===== config.mk =====
export PLATFORM = sky130hd
export DESIGN_NAME = prs_seq
export DESIGN_NICKNAME = d
export VERILOG_FILES = /design/src/rtl/prs_pkg.sv /design/src/rtl/prs_cnt_if.sv /design/src/rtl/prs_seq.sv /design/src/rtl/prs_cnt.sv
export SDC_FILE = /design/constraint.sdc
export NUM_CORES = 1
export LEC_CHECK = 0
export ABC_AREA = 1
export BUFFER_PORTS_ARGS = -buffer_cell sky130_fd_sc_hd__buf_4
export CAP_MARGIN = 20
export CELL_PAD_IN_SITES_DETAIL_PLACEMENT = 1
export CELL_PAD_IN_SITES_GLOBAL_PLACEMENT = 1
export CORE_ASPECT_RATIO = 0.6
export CORE_MARGIN = 2
export CORE_UTILIZATION = 42
export CTS_CLUSTER_SIZE = 40
export DETAILED_ROUTE_END_ITERATION = 10
export HOLD_SLACK_MARGIN = 0.06
export PLACE_DENSITY = 0.83
export SLEW_MARGIN = 20
export SYNTH_ARGS = -nofsm -noshare
export SYNTH_HDL_FRONTEND = slang
export SYNTH_SLANG_ARGS = --single-unit

===== constraint.sdc =====
create_clock -name pclk -period 2.3 [get_ports pclk]
set_clock_uncertainty 0.05 [all_clocks]
set_input_delay 0.46 -clock pclk [delete_from_list [all_inputs] [get_ports pclk]]
set_output_delay 0.46 -clock pclk [all_outputs]
set_load 0.01 [all_outputs]

===== src/rtl/prs_pkg.sv =====
// constants, types and register map of the power-up reset sequencer
//
// Contract
// power-on or brown-out starts a 72 ms power-up delay timer
// core stays in reset while the power-up delay runs
// delay timer disable config bit set means no power-up delay
// after the delay, 1024 oscillator cycles are counted before release
// start-up count only in crystal modes, after power-on or wake
// rc, external and internal clock modes: delay only, or none
// brown-out enable config bit turns brown-out detection on
// supply below threshold longer than minimum duration resets device
// reset held until supply above level, then optional 72 ms delay
// supply dip during delay restarts the delay after recovery
// delay starts when power-on pulse ends, start-up count after it
// delays ignore reset pin; pin released late starts execution at once
// power reset cause register: bit 0 brown-out, bit 1 power-on
// brown-out flag cleared by brown-out reset, software sets it
// power-on flag cleared by power-on reset only, software sets it
// brown-out flag is undefined while detection is disabled
// timeout and powerdown bits set per reset or wake cause
// resets load pc 000h, wakes resume pc+1, irq wake vectors 0004h (code vectors only with global_irq_enable set, else pc+1)
// status resets to 0001 1xxx, cause register 0x or 10
// configuration should enable the delay when brown-out is enabled
// falling supply alone never causes a power-on reset
// delay and start-up count are parameterised cycle counters
package prs_pkg;
  // ****************
  // timing
  // ****************
  localparam int unsigned CLK_HZ = 100_000_000;
  localparam int unsigned DLY_MS = 72;
  localparam int unsigned DLY_CYC = DLY_MS * (CLK_HZ / 1000);
  localparam int unsigned OST_CYC = 1024;
  localparam int unsigned BOD_MIN_NS = 100;
  localparam int unsigned BOD_MIN_CYC = (BOD_MIN_NS * (CLK_HZ / 1_000_000) + 999) / 1000;
  // ****************
  // register indices, byte address is four times the index
  // ****************
  localparam logic [7:0] IDX_STATUS = 8'h03;
  localparam logic [7:0] IDX_POWER_RESET_CAUSE = 8'h8e;
  localparam logic [7:0] IDX_CTRL = 8'h40;
  localparam int unsigned AW = 10;
  // ****************
  // fields and reset values
  // ****************
  localparam int unsigned TO_BIT = 4;
  localparam int unsigned PD_BIT = 3;
  localparam int unsigned POR_BIT = 1;
  localparam int unsigned BOD_BIT = 0;
  localparam int unsigned SLEEP_BIT = 0;
  localparam logic [2:0] STAT_HI_RST = 3'h0;
  localparam logic [2:0] STAT_LO_RST = 3'h0;
  localparam logic POWER_RESET_CAUSE_BOD_RST = 1'b1;
  localparam logic [1:0] PC_ZERO = 2'h0;
  localparam logic [15:0] PC_VEC = 16'h0004;
  // ****************
  // types
  // ****************
  typedef enum logic [2:0] {
    PRS_LP = 3'b000, PRS_XT = 3'b001, PRS_HS = 3'b010,
    PRS_EC = 3'b011, PRS_RC = 3'b100, PRS_INTERNAL_RC_CLOCK_MODE = 3'b101
  } prs_osc_t;
  typedef enum logic [1:0] {
    PRS_PC_NONE = 2'b00, PRS_PC_ZERO = 2'b01, PRS_PC_INC = 2'b10, PRS_PC_VEC = 2'b11
  } prs_pc_t;
  typedef enum logic [2:0] {
    ST_HOLD = 3'b000, ST_DELAY = 3'b001, ST_OST = 3'b010, ST_PIN = 3'b011,
    ST_RUN = 3'b100, ST_SLEEP = 3'b101, ST_WAKE = 3'b110
  } prs_st_t;
endpackage


===== src/rtl/prs_cnt_if.sv =====
// carrier between the sequencer and one of its cycle counters
`timescale 1ns/10ps
interface prs_cnt_if;
  logic clr;
  logic tick;
  logic done;
  modport owner (output clr, output tick, input done);
  modport cnt (input clr, input tick, output done);
endinterface


===== src/rtl/prs_seq.sv =====
// power-up reset sequencer with apb register access
//
// Added by the designer: register access over APB.
`timescale 1ns/10ps
module prs_seq #(
  parameter int unsigned DELAY_CYCLES = prs_pkg::DLY_CYC,
  parameter int unsigned OST_CYCLES = prs_pkg::OST_CYC,
  parameter int unsigned BOD_CYCLES = prs_pkg::BOD_MIN_CYC
) (
  // clock and reset
  input wire logic pclk,
  input wire logic presetn,
  // apb slave
  input wire logic psel,
  input wire logic penable,
  input wire logic pwrite,
  input wire logic [prs_pkg::AW-1:0] paddr,
  input wire logic [31:0] pwdata,
  output logic [31:0] prdata,
  output logic pready,
  output logic pslverr,
  // supply monitors and pins
  input wire logic por_active,
  input wire logic brown_out_cmp,
  input wire logic external_reset_pin_n,
  input wire logic osc_tick,
  // configuration
  input wire prs_pkg::prs_osc_t osc_mode,
  input wire logic delay_timer_disable_cfg,
  input wire logic brown_out_enable_cfg,
  // core events
  input wire logic wdt_timeout,
  input wire logic wake_irq,
  input wire logic global_irq_enable,
  // core control
  output logic core_reset_n,
  output logic core_stall,
  output logic pc_load,
  output prs_pkg::prs_pc_t pc_action
);
  import prs_pkg::*;

  // ****************
  // state
  // ****************
  prs_st_t st_r, st_nxt;
  logic [7:0] status_r, status_nxt;
  logic por_flag_r, por_flag_nxt;
  logic bod_flag_r, bod_flag_nxt;
  logic por_seq_r;
  logic irq_wake_r;
  logic sleep_cmd_r;
  logic [$clog2(BOD_CYCLES + 1)-1:0] bod_cnt_r;
  logic [31:0] prdata_r;
  logic pready_r;
  logic pslverr_r;
  logic core_reset_n_r;
  logic core_stall_r;
  logic pc_load_r;
  prs_pc_t pc_action_r, pc_action_nxt;

  prs_cnt_if dly_if ();
  prs_cnt_if ost_if ();

  // ****************
  // apb decode
  // ****************
  function automatic logic hit(input logic [AW-1:0] a, input logic [7:0] idx);
    hit = (a == {idx, 2'b00});
  endfunction

  wire setup = psel && !penable && !pready_r;
  wire wr_take = psel && penable && pready_r && pwrite;
  wire hit_stat = hit(paddr, IDX_STATUS);
  wire hit_power_reset_cause = hit(paddr, IDX_POWER_RESET_CAUSE);
  wire hit_ctrl = hit(paddr, IDX_CTRL);
  wire mapped = hit_stat || hit_power_reset_cause || hit_ctrl;
  wire wr_stat = wr_take && hit_stat;
  wire wr_power_reset_cause = wr_take && hit_power_reset_cause;
  wire wr_ctrl = wr_take && hit_ctrl;
  wire [31:0] rd_stat = {24'h0, status_r};
  wire [31:0] rd_power_reset_cause = {30'h0, por_flag_r, bod_flag_r};
  wire [31:0] rd_ctrl = {24'h0, core_stall_r, core_reset_n_r, st_r, 2'h0, sleep_cmd_r};
  wire [31:0] rd_mux = hit_stat ? rd_stat : hit_power_reset_cause ? rd_power_reset_cause : hit_ctrl ? rd_ctrl : 32'h0;

  // ****************
  // supply and pin conditions
  // ****************
  // comparator is qualified only when detection is on
  wire supply_low = brown_out_enable_cfg && brown_out_cmp;
  // a dip shorter than the minimum duration never trips
  wire bod_evt = supply_low && (bod_cnt_r == BOD_CYCLES[$bits(bod_cnt_r)-1:0]);
  wire pin_low = !external_reset_pin_n;
  wire xtal = (osc_mode == PRS_LP) || (osc_mode == PRS_XT) || (osc_mode == PRS_HS);
  wire dly_en = !delay_timer_disable_cfg;
  wire ost_por = xtal && por_seq_r;
  wire in_sleep = (st_r == ST_SLEEP);
  wire in_run = (st_r == ST_RUN);
  wire evt_wdt_rst = in_run && wdt_timeout;
  wire evt_wdt_wake = in_sleep && wdt_timeout && !pin_low;
  wire evt_irq_wake = in_sleep && wake_irq && !wdt_timeout && !pin_low;
  wire evt_external_reset_pin_sleep = in_sleep && pin_low;
  wire evt_external_reset_pin_run = in_run && pin_low;
  wire evt_wake = evt_wdt_wake || evt_irq_wake;
  wire sleep_go = in_run && sleep_cmd_r && !pin_low && !wdt_timeout;
  // a crystal wake ends in run too, but it resumes rather than restarts
  wire released = (st_nxt == ST_RUN) && (st_r != ST_RUN) && (st_r != ST_SLEEP) &&
                  (st_r != ST_WAKE);

  // ****************
  // sequencer
  // ****************
  // delays run from the power-on pulse whatever the pin does
  wire prs_st_t after_delays = pin_low ? ST_PIN : ST_RUN;

  always_comb begin
    st_nxt = st_r;
    if (por_active || bod_evt) begin
      st_nxt = ST_HOLD;
    end else begin
      case (st_r)
        ST_HOLD: begin
          if (!supply_low) begin
            if (dly_en) begin
              st_nxt = ST_DELAY;
            end else if (ost_por) begin
              st_nxt = ST_OST;
            end else begin
              st_nxt = after_delays;
            end
          end
        end
        ST_DELAY: begin
          if (supply_low) begin
            st_nxt = ST_HOLD;
          end else if (dly_if.done) begin
            st_nxt = ost_por ? ST_OST : after_delays;
          end
        end
        ST_OST: begin
          if (ost_if.done) begin
            st_nxt = after_delays;
          end
        end
        ST_PIN: begin
          if (!pin_low) begin
            st_nxt = ST_RUN;
          end
        end
        ST_RUN: begin
          if (evt_external_reset_pin_run || evt_wdt_rst) begin
            st_nxt = ST_PIN;
          end else if (sleep_go) begin
            st_nxt = ST_SLEEP;
          end
        end
        ST_SLEEP: begin
          if (evt_external_reset_pin_sleep) begin
            st_nxt = ST_PIN;
          end else if (evt_wake) begin
            st_nxt = xtal ? ST_WAKE : ST_RUN;
          end
        end
        ST_WAKE: begin
          if (pin_low) begin
            st_nxt = ST_PIN;
          end else if (ost_if.done) begin
            st_nxt = ST_RUN;
          end
        end
        default: st_nxt = ST_HOLD;
      endcase
    end
  end

  // counters are cleared outside their own phase, so a dip during the delay restarts the delay count
  assign dly_if.clr = (st_r != ST_DELAY);
  assign dly_if.tick = 1'b1;
  assign ost_if.clr = (st_r != ST_OST) && (st_r != ST_WAKE);
  assign ost_if.tick = osc_tick;

  prs_cnt #(.LIMIT(DELAY_CYCLES)) u_dly (
    .pclk(pclk),
    .presetn(presetn),
    .c(dly_if.cnt)
  );

  prs_cnt #(.LIMIT(OST_CYCLES)) u_ost (
    .pclk(pclk),
    .presetn(presetn),
    .c(ost_if.cnt)
  );

  // ****************
  // program counter action
  // ****************
  always_comb begin
    pc_action_nxt = pc_action_r;
    if (released) begin
      pc_action_nxt = PRS_PC_ZERO;
    end else if (st_nxt == ST_RUN && st_r != ST_RUN) begin
      if ((irq_wake_r || evt_irq_wake) && global_irq_enable) begin
        pc_action_nxt = PRS_PC_VEC;
      end else begin
        pc_action_nxt = PRS_PC_INC;
      end
    end
  end

  // ****************
  // status and cause flags
  // ****************
  // hardware events are applied after the software write, so they win
  always_comb begin
    status_nxt = status_r;
    por_flag_nxt = por_flag_r;
    bod_flag_nxt = bod_flag_r;
    if (wr_stat) begin
      status_nxt = {pwdata[7:5], status_r[TO_BIT], status_r[PD_BIT], pwdata[2:0]};
    end
    if (wr_power_reset_cause) begin
      por_flag_nxt = pwdata[POR_BIT];
      bod_flag_nxt = pwdata[BOD_BIT];
    end
    if (por_active) begin
      status_nxt[7:5] = STAT_HI_RST;
      status_nxt[TO_BIT] = 1'b1;
      status_nxt[PD_BIT] = 1'b1;
      por_flag_nxt = 1'b0;
    end else if (bod_evt) begin
      status_nxt[7:5] = STAT_HI_RST;
      status_nxt[TO_BIT] = 1'b1;
      status_nxt[PD_BIT] = 1'b1;
      bod_flag_nxt = 1'b0;
    end else if (evt_wdt_rst) begin
      status_nxt[7:5] = STAT_HI_RST;
      status_nxt[TO_BIT] = 1'b0;
    end else if (evt_wdt_wake) begin
      status_nxt[TO_BIT] = 1'b0;
      status_nxt[PD_BIT] = 1'b0;
    end else if (evt_irq_wake) begin
      status_nxt[TO_BIT] = 1'b1;
      status_nxt[PD_BIT] = 1'b0;
    end else if (evt_external_reset_pin_sleep) begin
      status_nxt[7:5] = STAT_HI_RST;
      status_nxt[TO_BIT] = 1'b1;
      status_nxt[PD_BIT] = 1'b0;
    end else if (evt_external_reset_pin_run) begin
      status_nxt[7:5] = STAT_HI_RST;
    end
  end

  // ****************
  // registers
  // ****************
  always_ff @(posedge pclk or negedge presetn) begin
    if (!presetn) begin
      st_r <= ST_HOLD;
      status_r <= {STAT_HI_RST, 2'b11, STAT_LO_RST};
      por_flag_r <= 1'b0;
      bod_flag_r <= POWER_RESET_CAUSE_BOD_RST;
      pc_action_r <= PRS_PC_NONE;
    end else begin
      st_r <= st_nxt;
      status_r <= status_nxt;
      por_flag_r <= por_flag_nxt;
      bod_flag_r <= bod_flag_nxt;
      pc_action_r <= pc_action_nxt;
    end
  end

  // only the power-on path may take the start-up count after a reset
  always_ff @(posedge pclk or negedge presetn) begin
    if (!presetn) begin
      por_seq_r <= 1'b1;
    end else if (por_active) begin
      por_seq_r <= 1'b1;
    end else if (bod_evt || st_r == ST_RUN) begin
      por_seq_r <= 1'b0;
    end
  end

  // qualify the comparator over a run of cycles
  always_ff @(posedge pclk or negedge presetn) begin
    if (!presetn) begin
      bod_cnt_r <= '0;
    end else if (!supply_low || bod_evt) begin
      bod_cnt_r <= '0;
    end else begin
      bod_cnt_r <= bod_cnt_r + 1'b1;
    end
  end

  always_ff @(posedge pclk or negedge presetn) begin
    if (!presetn) begin
      irq_wake_r <= 1'b0;
      sleep_cmd_r <= 1'b0;
    end else begin
      irq_wake_r <= evt_irq_wake || (irq_wake_r && st_r != ST_RUN && !evt_wdt_wake);
      sleep_cmd_r <= wr_ctrl ? pwdata[SLEEP_BIT] && !sleep_go : sleep_cmd_r && !sleep_go;
    end
  end

  // outputs straight from flops
  always_ff @(posedge pclk or negedge presetn) begin
    if (!presetn) begin
      core_reset_n_r <= 1'b0;
      core_stall_r <= 1'b0;
      pc_load_r <= 1'b0;
    end else begin
      core_reset_n_r <= (st_nxt == ST_RUN) || (st_nxt == ST_SLEEP) || (st_nxt == ST_WAKE);
      core_stall_r <= (st_nxt == ST_SLEEP) || (st_nxt == ST_WAKE);
      pc_load_r <= (st_nxt == ST_RUN) && (st_r != ST_RUN);
    end
  end

  // zero wait states: answer stands in the first access cycle
  always_ff @(posedge pclk or negedge presetn) begin
    if (!presetn) begin
      prdata_r <= 32'h0;
      pready_r <= 1'b0;
      pslverr_r <= 1'b0;
    end else begin
      pready_r <= setup;
      pslverr_r <= setup && !mapped;
      prdata_r <= (setup && !pwrite) ? rd_mux : 32'h0;
    end
  end

  assign prdata = prdata_r;
  assign pready = pready_r;
  assign pslverr = pslverr_r;
  assign core_reset_n = core_reset_n_r;
  assign core_stall = core_stall_r;
  assign pc_load = pc_load_r;
  assign pc_action = pc_action_r;
endmodule // prs_seq


===== src/rtl/prs_cnt.sv =====
// parameterised tick counter with sticky done flag
`timescale 1ns/10ps
module prs_cnt #(
  parameter int unsigned LIMIT = 1024,
  parameter int unsigned W = $clog2(LIMIT + 1)
) (
  // clock and reset
  input wire logic pclk,
  input wire logic presetn,
  // control
  prs_cnt_if.cnt c
);
  logic [W-1:0] cnt_r;
  logic done_r;
  wire last = (cnt_r == W'(LIMIT - 1));


  always_ff @(posedge pclk or negedge presetn) begin
    if (!presetn) begin
      cnt_r <= '0;
      done_r <= 1'b0;
    end else if (c.clr) begin
      cnt_r <= '0;
      done_r <= 1'b0;
    end else if (c.tick && !done_r) begin
      cnt_r <= cnt_r + W'(1);
      done_r <= last;
    end
  end

  assign c.done = done_r;
endmodule // prs_cnt


==> impl_metrics.yaml, run 1 <==
sta:
  setup_tns_ps: 0
  hold_violations: 0
  min_period_ps: 2070
  slew_headroom_pct: 65.1
  min_period_over_period_pct: 89.9
  fmax_ghz: 0.484
  worstMarginPinSlew_ps: 523
  finalSetupViolations: 0
  rsz0062_at_grt: "no"
  slew_violations: 0
yosys:
  synthFlopType: "dfrtp_1"
  synth-seq-area-share_pct: 43.9
  synth_area_per_cell_um2: 7.82
  synth_adder_area_share_pct: 1.23
  synth_compound_area_share_pct: 10.1
  syn_area_mm2: 0.00406
  synth_edf_count: 0
  syn_inst: 519
  yosysUniqueCellTypes: 47
  muxShareOfSynthArea_pct: 0
  synth_xor_area_share_pct: 0.648
  synth_top_family_by_area: "simple AND/OR/NAND/NOR gates"
  ys_seq_elements: 71
  yosys_warnings: 0
  async_flop_share_pct: 100
  synth-simple-area-share_pct: 30.7
place:
  place_congestion: 0.862
  port_buffers: 47
  dp_hpwl_um: 8620
layout:
  area_growth_pct: 16.5
  antennaDiodeCount: 0
  drive_gt1_share_pct: 17.4
  fillers: 1193
  final_common_cell: "nand2_1"
  fin_nets: 634
  final_cell_mix: "110 x nand2_1, 71 x inv_1, 67 x dfrtp_1"
clock_network:
  htreeDepth: 3
  cts_resized: 0
  root_buffer: "clkbuf_16"
  post_cts_buffers: 0
  numClockSinks: 71
  cts_buffer_depth: 2
  cts_tree: "built"
  cts-buffers-inserted: 9
  clk_latency_ps: 350
  clk_transition_reported_paths_ps: 60
routing:
  drc: 0
  num_vias: 3586
  routedWlPerCell_um: 16.6
  routed_via_density: 5.08
  drt_iter0_drc: 183
  dr.pass1.iters: 5
  ant_nets: 0
  wl_um: 11700
grt:
  grt-ovfl-total: 0
  grt_antenna_before_repair: 0
  grt_max_degree: 41
  grt_usage_pct: 25.0
  grt_pass1_wl_um: 19700
  grt_pass1_vias: 3855
floorplan:
  die_x_um: 131
  die_area_mm2: 0.0105
  coreArea_mm2: 0.00929
  die_h_um: 80.1
  initial_core_util_pct: 43.7
  ios: 98
  rows: 27
power:
  ir_drop_v: 0.000387
  power.total_uw: 3100
  p_per_area_mw_per_mm2: 656
  p_leak_uw: 0.00238
critical_path:
  rrSetupSlack_ps: 230
  worstSetupPathType: "flop to flop"
  required_ps: 2480
  start_kind: "flop"
  worst_ep_arrival_time_ps: 2250
  worst_setup_path_end_kind: "flop"
  crit_fanout: 10
run:
  cap_violations: 0
status:
  status: "finished clean"
min_path:
  hp-class: "primary input to flop"
worst paths after layout:
check / end / from / cells past startpoint
worst min-delay path: status_r[2] / pwdata[2] / 3
worst max-delay path: pc_action[0] / st_r[1] / 9
max in group asynchronous: bod_flag_r / presetn / 3
min in group asynchronous: prdata[6] / presetn / 2
worst min register to register: status_r[2] / status_r[2] / 2
worst max register to register: pc_action[0] / st_r[1] / 9
area by class of cell:
type | count | area [um2] | area share (%)
multi-input cells | 363 | 1830 | 38.6
flip-flops and latches | 71 | 1780 | 37.7
repair buffers | 50 | 390 | 8.26
inverters | 76 | 290 | 6.14
clock buffers | 13 | 260 | 5.50
well taps | 130 | 163 | 3.44
clock inverters | 3 | 17.5 | 0.370
layer usage:
layer / wire length (um) / global-route usage, % / part of all wire, %
met1: 5700 / 34.8 / 49
met2: 5330 / 39.4 / 46
met3: 531 / 6.00 / 4.5
met4: 146 / 6.28 / 1.2
met5: 0 / 0 / 0
worst max-delay path, stage by stage, from the launching register on:
cell and delay (ps):
dfrtp_1 670, inv_2 80, nand2_1 110, nor2_2 90, o21ai_0 130, nand4_1 120
nor2_1 240, nand3_2 180, o21bai_1 200, nand2_1 80
sequential cells by signal, summed over array words and instances, names as in the netlist, 2 cells and up:
signal,cells
prdata,8
u_dly.cnt_r,23
pc_action,2
u_ost.cnt_r,11
st_r,3
bod_cnt_r,4
status_r,8
timing repair:
item                                   CTS  global route
endpoints found under the hold margin   31             0
hold buffers                             1             0
setup endpoints to repair                0             0
kinds of logic (layout without fill, tap and decap cells):
kind of cell,after synthesis,after routing
buffers and inverters,108,142
adders and majority gates,4,4
DFF,71,71
and+or+nand+nor,257,257
other,1,24
xor gates and xnor gates,3,3
AOI/OAI and AO/OA,75,75
metrics by stage:
| stage | hold slack [ps] | util, % | setup WS [ps] | cell area, um2 | std cells |
|---|---|---|---|---|---|
| final | 266 | 50.9 | 232 | 4730 | 706 |
| after global routing | 294 | 50.9 | 6.75 | 4730 | 706 |
| after CTS | 265 | 50.9 | 253 | 4730 | 706 |
| after detailed placement | 384 | 47.8 | 318 | 4440 | 689 |
| after global placement | 378 | 47.8 | 373 | 4440 | 689 |
| after floorplan | 114 | - | 726 | 4140 | 542 |
power by group:
part | switching [uW] | internal, uW | leakage, uW
combinational | 264 | 157 | 0.00128
sequential | 60.0 | 1300 | 0.000968
clock | 539 | 785 | 0.000136
total | 863 | 2240 | 0.00238
cells in the mapped netlist (2+ instances only):
cell type  count  area share, %
nand2_1      110             10
inv_1         71            6.6
dfrtp_1       67             41
nor2_1        58            5.4
a21oi_1       34            4.2
nand3_1       28            3.5
buf_4         25            4.6
o21ai_0       24            3.0
nor3_1        20            2.5
nand3_2        6            1.5
nand4_1        6           0.93
nor2_2         5           0.77
buf_6          4            1.1
dfstp_2        4            2.6
ha_1           4            1.2
nor3_2         4           0.99
inv_2          3           0.28
nand2_2        3           0.46
nor4_1         3           0.46
o21bai_1       3           0.56
a31oi_1        2           0.31
buf_2          2           0.25
inv_4          2           0.31
nor2_4         2           0.56
nor3_4         2           0.80
nor3b_1        2           0.37
o211ai_1       2           0.37
o21ai_1        2           0.25
o22ai_1        2           0.31
xor2_1         2           0.43
Power figures use the tool's default switching activity.
==> run 2, diff against run 1 <==
==> constraint.sdc (replaced) <==
create_clock -name pclk -period 2.3 [get_ports pclk]
set_clock_uncertainty 0.05 [all_clocks]
set_input_delay 0.115 -clock pclk [delete_from_list [all_inputs] [get_ports pclk]]
set_output_delay 0.115 -clock pclk [all_outputs]
set_load 0.01 [all_outputs]
==> impl_metrics.yaml, run 2 (synthesis results as in run 1) <==
place:
  dp_hpwl_um: 8390
  place_area_mm2: 0.00442
  place_congestion: 0.895
  port_buffers: 47
run:
  cap_violations: 0
layout:
  drive_gt1_share_pct: 16.9
  final_cell_mix: "110 x nand2_1, 71 x inv_1, 67 x dfrtp_1"
  area_growth_pct: 18.8
  final_area_mm2: 0.00482
  regMostFlops: "u_dly.cnt_r"
  top_regs: "u_dly.cnt_r x23, u_ost.cnt_r x11"
  fin_nets: 643
  largest_reg_flops: 23
  final_common_cell: "nand2_1"
  antennaDiodeCount: 0
clock_network:
  numClockSinks: 71
  cts_tree: "built"
  cts-buffers-inserted: 9
  clk_latency_ps: 340
  clk_transition_reported_paths_ps: 50
  cts_buffer_depth: 2
  htreeDepth: 3
  root_buffer: "clkbuf_16"
sta:
  hold_violations: 0
  fin_hold_ws_ps: 112
  finalSetupViolations: 0
  slew_headroom_pct: 37.5
  setup_tns_ps: 0
  min_period_over_period_pct: 91.6
  worstMarginPinSlew_ps: 938
  min_period_ps: 2110
  slew_violations: 0
  fmax_ghz: 0.475
  rsz0062_at_grt: "no"
critical_path:
  worstSetupPathType: "flop to flop"
  rr_worst_depth: 9
  crit_fanout: 10
  required_ps: 2470
  worst_setup_path_end_kind: "flop"
  start_kind: "flop"
  worst_ep_arrival_time_ps: 2280
grt:
  grt-ovfl-total: 0
  grt_pass1_vias: 3847
  grt_pass1_wl_um: 19700
  grt_antenna_before_repair: 0
  grt_max_degree: 72
  grt_usage_pct: 24.7
routing:
  drt_iter0_drc: 231
  drc: 0
  wl_um: 11700
  routedWlPerCell_um: 16.3
  ant_nets: 0
  routed_via_density: 5.10
  num_vias: 3646
  dr.pass1.iters: 4
floorplan:
  initial_core_util_pct: 43.7
  ios: 98
  rows: 27
  coreArea_mm2: 0.00929
  die_area_mm2: 0.0105
  die_h_um: 80.1
  die_x_um: 131
status:
  status: "finished clean"
min_path:
  hold_depth: 5
  hp-class: "primary input to flop"
power:
  power.total_uw: 3170
  p_per_area_mw_per_mm2: 657
  ir_drop_v: 0.000415
  p_leak_uw: 0.00242
==> run 2: changes by cell type in the layout (fill, tap and decap cells not counted) <==
cell,before,now
clkinv_2,2,3
clkinvlp_4,1,0
dlygate4sd3_1,1,11
buf_12,1,0
clkbuf_8,2,1
bufinv_16,0,1
==> run 2: cell type report <==
class,count,area [um2]
clock buffers,12,246
clock inverters,4,45.0
fillers,1161,4470
inverters,76,290
multi-input cells,363,1830
flip-flops and latches,71,1780
well taps,130,163
repair buffers,59,470
==> run 2: final timing paths <==
| kind | slack, ps | to | start |
|---|---|---|---|
| setup reg to reg | 190 | pc_action[1] | st_r[1] |
| hold reg to reg | 430 | status_r[2] | status_r[2] |
| setup / recovery | 190 | pc_action[1] | st_r[1] |
| max in group asynchronous | 1180 | sleep_cmd_r | presetn |
| min in group asynchronous | 390 | status_r[7] | presetn |
| hold / removal | 110 | pc_action[0] | global_irq_enable |
==> run 2: metal layers <==
| metal | wire length [um] | vias to the layer above | GRT usage, % | share of wire [%] |
|---|---|---|---|---|
| met5 | 0 | - | 0 | 0 |
| met4 | 127 | 0 | 7.02 | 1.1 |
| met3 | 649 | 12 | 5.53 | 5.6 |
| met2 | 5260 | 99 | 37.7 | 45 |
| met1 | 5640 | 1787 | 35.1 | 48 |
| li1 | - | 1748 | - | - |
==> run 2: repair_timing <==
item                       in CTS  in global routing
setup endpoints to repair       0                  0
resized for setup               0                  0
setup buffers                   0                  0
hold endpoints to repair       79                  0
hold buffers                   11                  0
==> run 2: metrics by stage <==
stage	std cells	worst slack, ps	utilization, %
detailed placement	688	318	47.6
floorplan	542	798	-
global route	715	55.8	51.9
global placement	688	393	47.6
finish	715	193	51.9
CTS	715	242	51.9
==> run 2: worst max-delay path, cell delays in order, from the launching register on <==
cell and delay [ps]:
dfrtp_1 680, inv_2 90, nand3_2 160, inv_1 110
nand3_1 90, nand4_1 80, nor2_1 280, nand3_2 200
o21bai_1 190, nand2_1 60
==> run 2: where the power goes <==
part	switching [uW]	leakage [uW]	internal [uW]
combinational	261	0.00131	164
sequential	62.2	0.000968	1300
clock	520	0.000146	864
total	844	0.00242	2330
==> run 3, diff against run 2 <==
--- a/config.mk
+++ b/config.mk
@@ -17,6 +17,7 @@
 export DETAILED_ROUTE_END_ITERATION = 10
 export HOLD_SLACK_MARGIN = 0.06
 export PLACE_DENSITY = 0.83
+export REMOVE_ABC_BUFFERS = 1
 export SLEW_MARGIN = 20
 export SYNTH_ARGS = -nofsm -noshare
 export SYNTH_HDL_FRONTEND = slang
==> impl_metrics.yaml, run 3 (synthesis results as in run 1) <==
sta:
  rsz0062_at_grt: "no"
  min_period_over_period_pct: 87.8
  slew_violations: 0
  fmax_ghz: 0.495
  worstMarginPinSlew_ps: 936
  fin_ws_ps: 280
  setup_tns_ps: 0
  finalSetupViolations: 0
  min_period_ps: 2020
  slew_headroom_pct: 37.6
  hold_violations: 0
floorplan:
  coreArea_mm2: 0.00929
  die_area_mm2: 0.0105
  die_x_um: 131
  initial_core_util_pct: 43.7
  die_h_um: 80.1
  ios: 98
  rows: 27
grt:
  grt_antenna_before_repair: 0
  grt_usage_pct: 23.8
  grt-ovfl-total: 0
  grt_pass1_vias: 3786
  grt_max_degree: 72
  grt_pass1_wl_um: 19000
layout:
  antennaDiodeCount: 0
  area_growth_pct: 18.7
  regMostFlops: "u_dly.cnt_r"
  largest_reg_flops: 23
  fillers: 1180
  final_cell_mix: "110 x nand2_1, 71 x inv_1, 67 x dfrtp_1"
  fin_nets: 644
  top_regs: "u_dly.cnt_r x23, u_ost.cnt_r x11"
  final_common_cell: "nand2_1"
  drive_gt1_share_pct: 17.1
critical_path:
  crit_fanout: 10
  crit_family: "simple AND/OR/NAND/NOR gates"
  crit_buf_inv: 1
  cp_slowest_cell: "dfrtp_1"
  worst_ep_arrival_time_ps: 2190
  required_ps: 2470
  max_stage_delay_ps: 660
  worstSetupPathType: "flop to flop"
  worst_setup_path_end_kind: "flop"
  path_cells: "inv_2, nand2_1, nor2_2, o21ai_0, nand4_1, nor2_1, nand3_2, o21bai_1, nand2_1"
  start_kind: "flop"
  cp_common_cell: "nand2_1"
clock_network:
  cts_tree: "built"
  numClockSinks: 71
  root_buffer: "clkbuf_16"
  post_cts_buffers: 0
  clk_latency_ps: 330
  htreeDepth: 3
  cts_resized: 0
  clk_transition_reported_paths_ps: 60
  cts_buffer_depth: 2
  cts-buffers-inserted: 9
status:
  status: "finished clean"
power:
  ir_drop_v: 0.000416
  p_per_area_mw_per_mm2: 645
  p_leak_uw: 0.00242
routing:
  ant_nets: 0
  dr.pass1.iters: 4
  drc: 0
  routed_via_density: 5.13
  num_vias: 3674
  routedWlPerCell_um: 16.1
  wl_um: 11600
  drt_iter0_drc: 144
run:
  cap_violations: 0
min_path:
  hp-class: "primary input to flop"
place:
  dp_hpwl_um: 8550
  port_buffers: 47
  place_congestion: 0.839
  pre_cts_ws_ps: 367
## run 3: cell count changes in the layout (fill, tap and decap cells not counted)
cell / change
clkinv_2: -1
clkinvlp_4: +1
bufinv_16: -1
buf_4: +1
clkbuf_8: +1
## run 3: through the flow
stage | std cells | hold slack (ps) | total power (uW) | util [%] | area (um2)
3_5_place_dp | 689 | 265 | 1800 | 47.7 | 4430
2_1_floorplan | 510 | -231 | 1590 | - | 3900
4_1_cts | 716 | 118 | 3130 | 51.8 | 4820
5_1_grt | 716 | 153 | 3250 | 51.8 | 4820
3_3_place_gp | 689 | 250 | 1770 | 47.7 | 4430
6_report | 716 | 117 | 3100 | 51.8 | 4820
## run 3: where the power goes
group	internal, uW	switching [uW]
Clock	786	523
Combinational	168	266
Sequential	1300	62.2
## run 3: worst paths after layout
| kind | slack, ps | start | depth (start not counted) | to |
|---|---|---|---|---|
| hold reg to reg | 420 | status_r[2] | 2 | status_r[2] |
| setup / recovery | 280 | st_r[1] | 9 | pc_action[1] |
| hold / removal | 120 | global_irq_enable | 5 | pc_action[0] |
| setup reg to reg | 280 | st_r[1] | 9 | pc_action[1] |
| min in group asynchronous | 380 | presetn | 2 | status_r[7] |
| max in group asynchronous | 1170 | presetn | 2 | u_dly.cnt_r[21] |
## run 3: timing repair
item	CTS	global route
hold endpoints to repair	79	0
endpoints found under the setup margin	0	0
hold buffers	11	0
## run 3: worst reg2reg max path, delay by kind of cell (launching register included)
| family | cells | cell delay [ps] |
|---|---|---|
| compound gates | 2 | 300 |
| buf+inv | 1 | 100 |
| flops | 1 | 660 |
| simple gates | 6 | 810 |
## run 3: area by class of cell
type / count / area (um2) / area share, %
clock buffers: 13 / 260 / 5.40
well taps: 130 / 163 / 3.38
inverters: 76 / 290 / 6.03
repair buffers: 60 / 478 / 9.92
clock inverters: 3 / 17.5 / 0.364
multi-input cells: 363 / 1830 / 37.9
flip-flops and latches: 71 / 1780 / 37.0
## run 3: routing by layer
layer	share of wire, %	track usage (%)	up-vias	wire, um
met3	5.5	5.13	11	633
met4	0.86	6.06	0	99
met5	0	0	-	0
li1	-	-	1749	-
met1	49	33.6	1821	5630
met2	45	37.2	93	5190
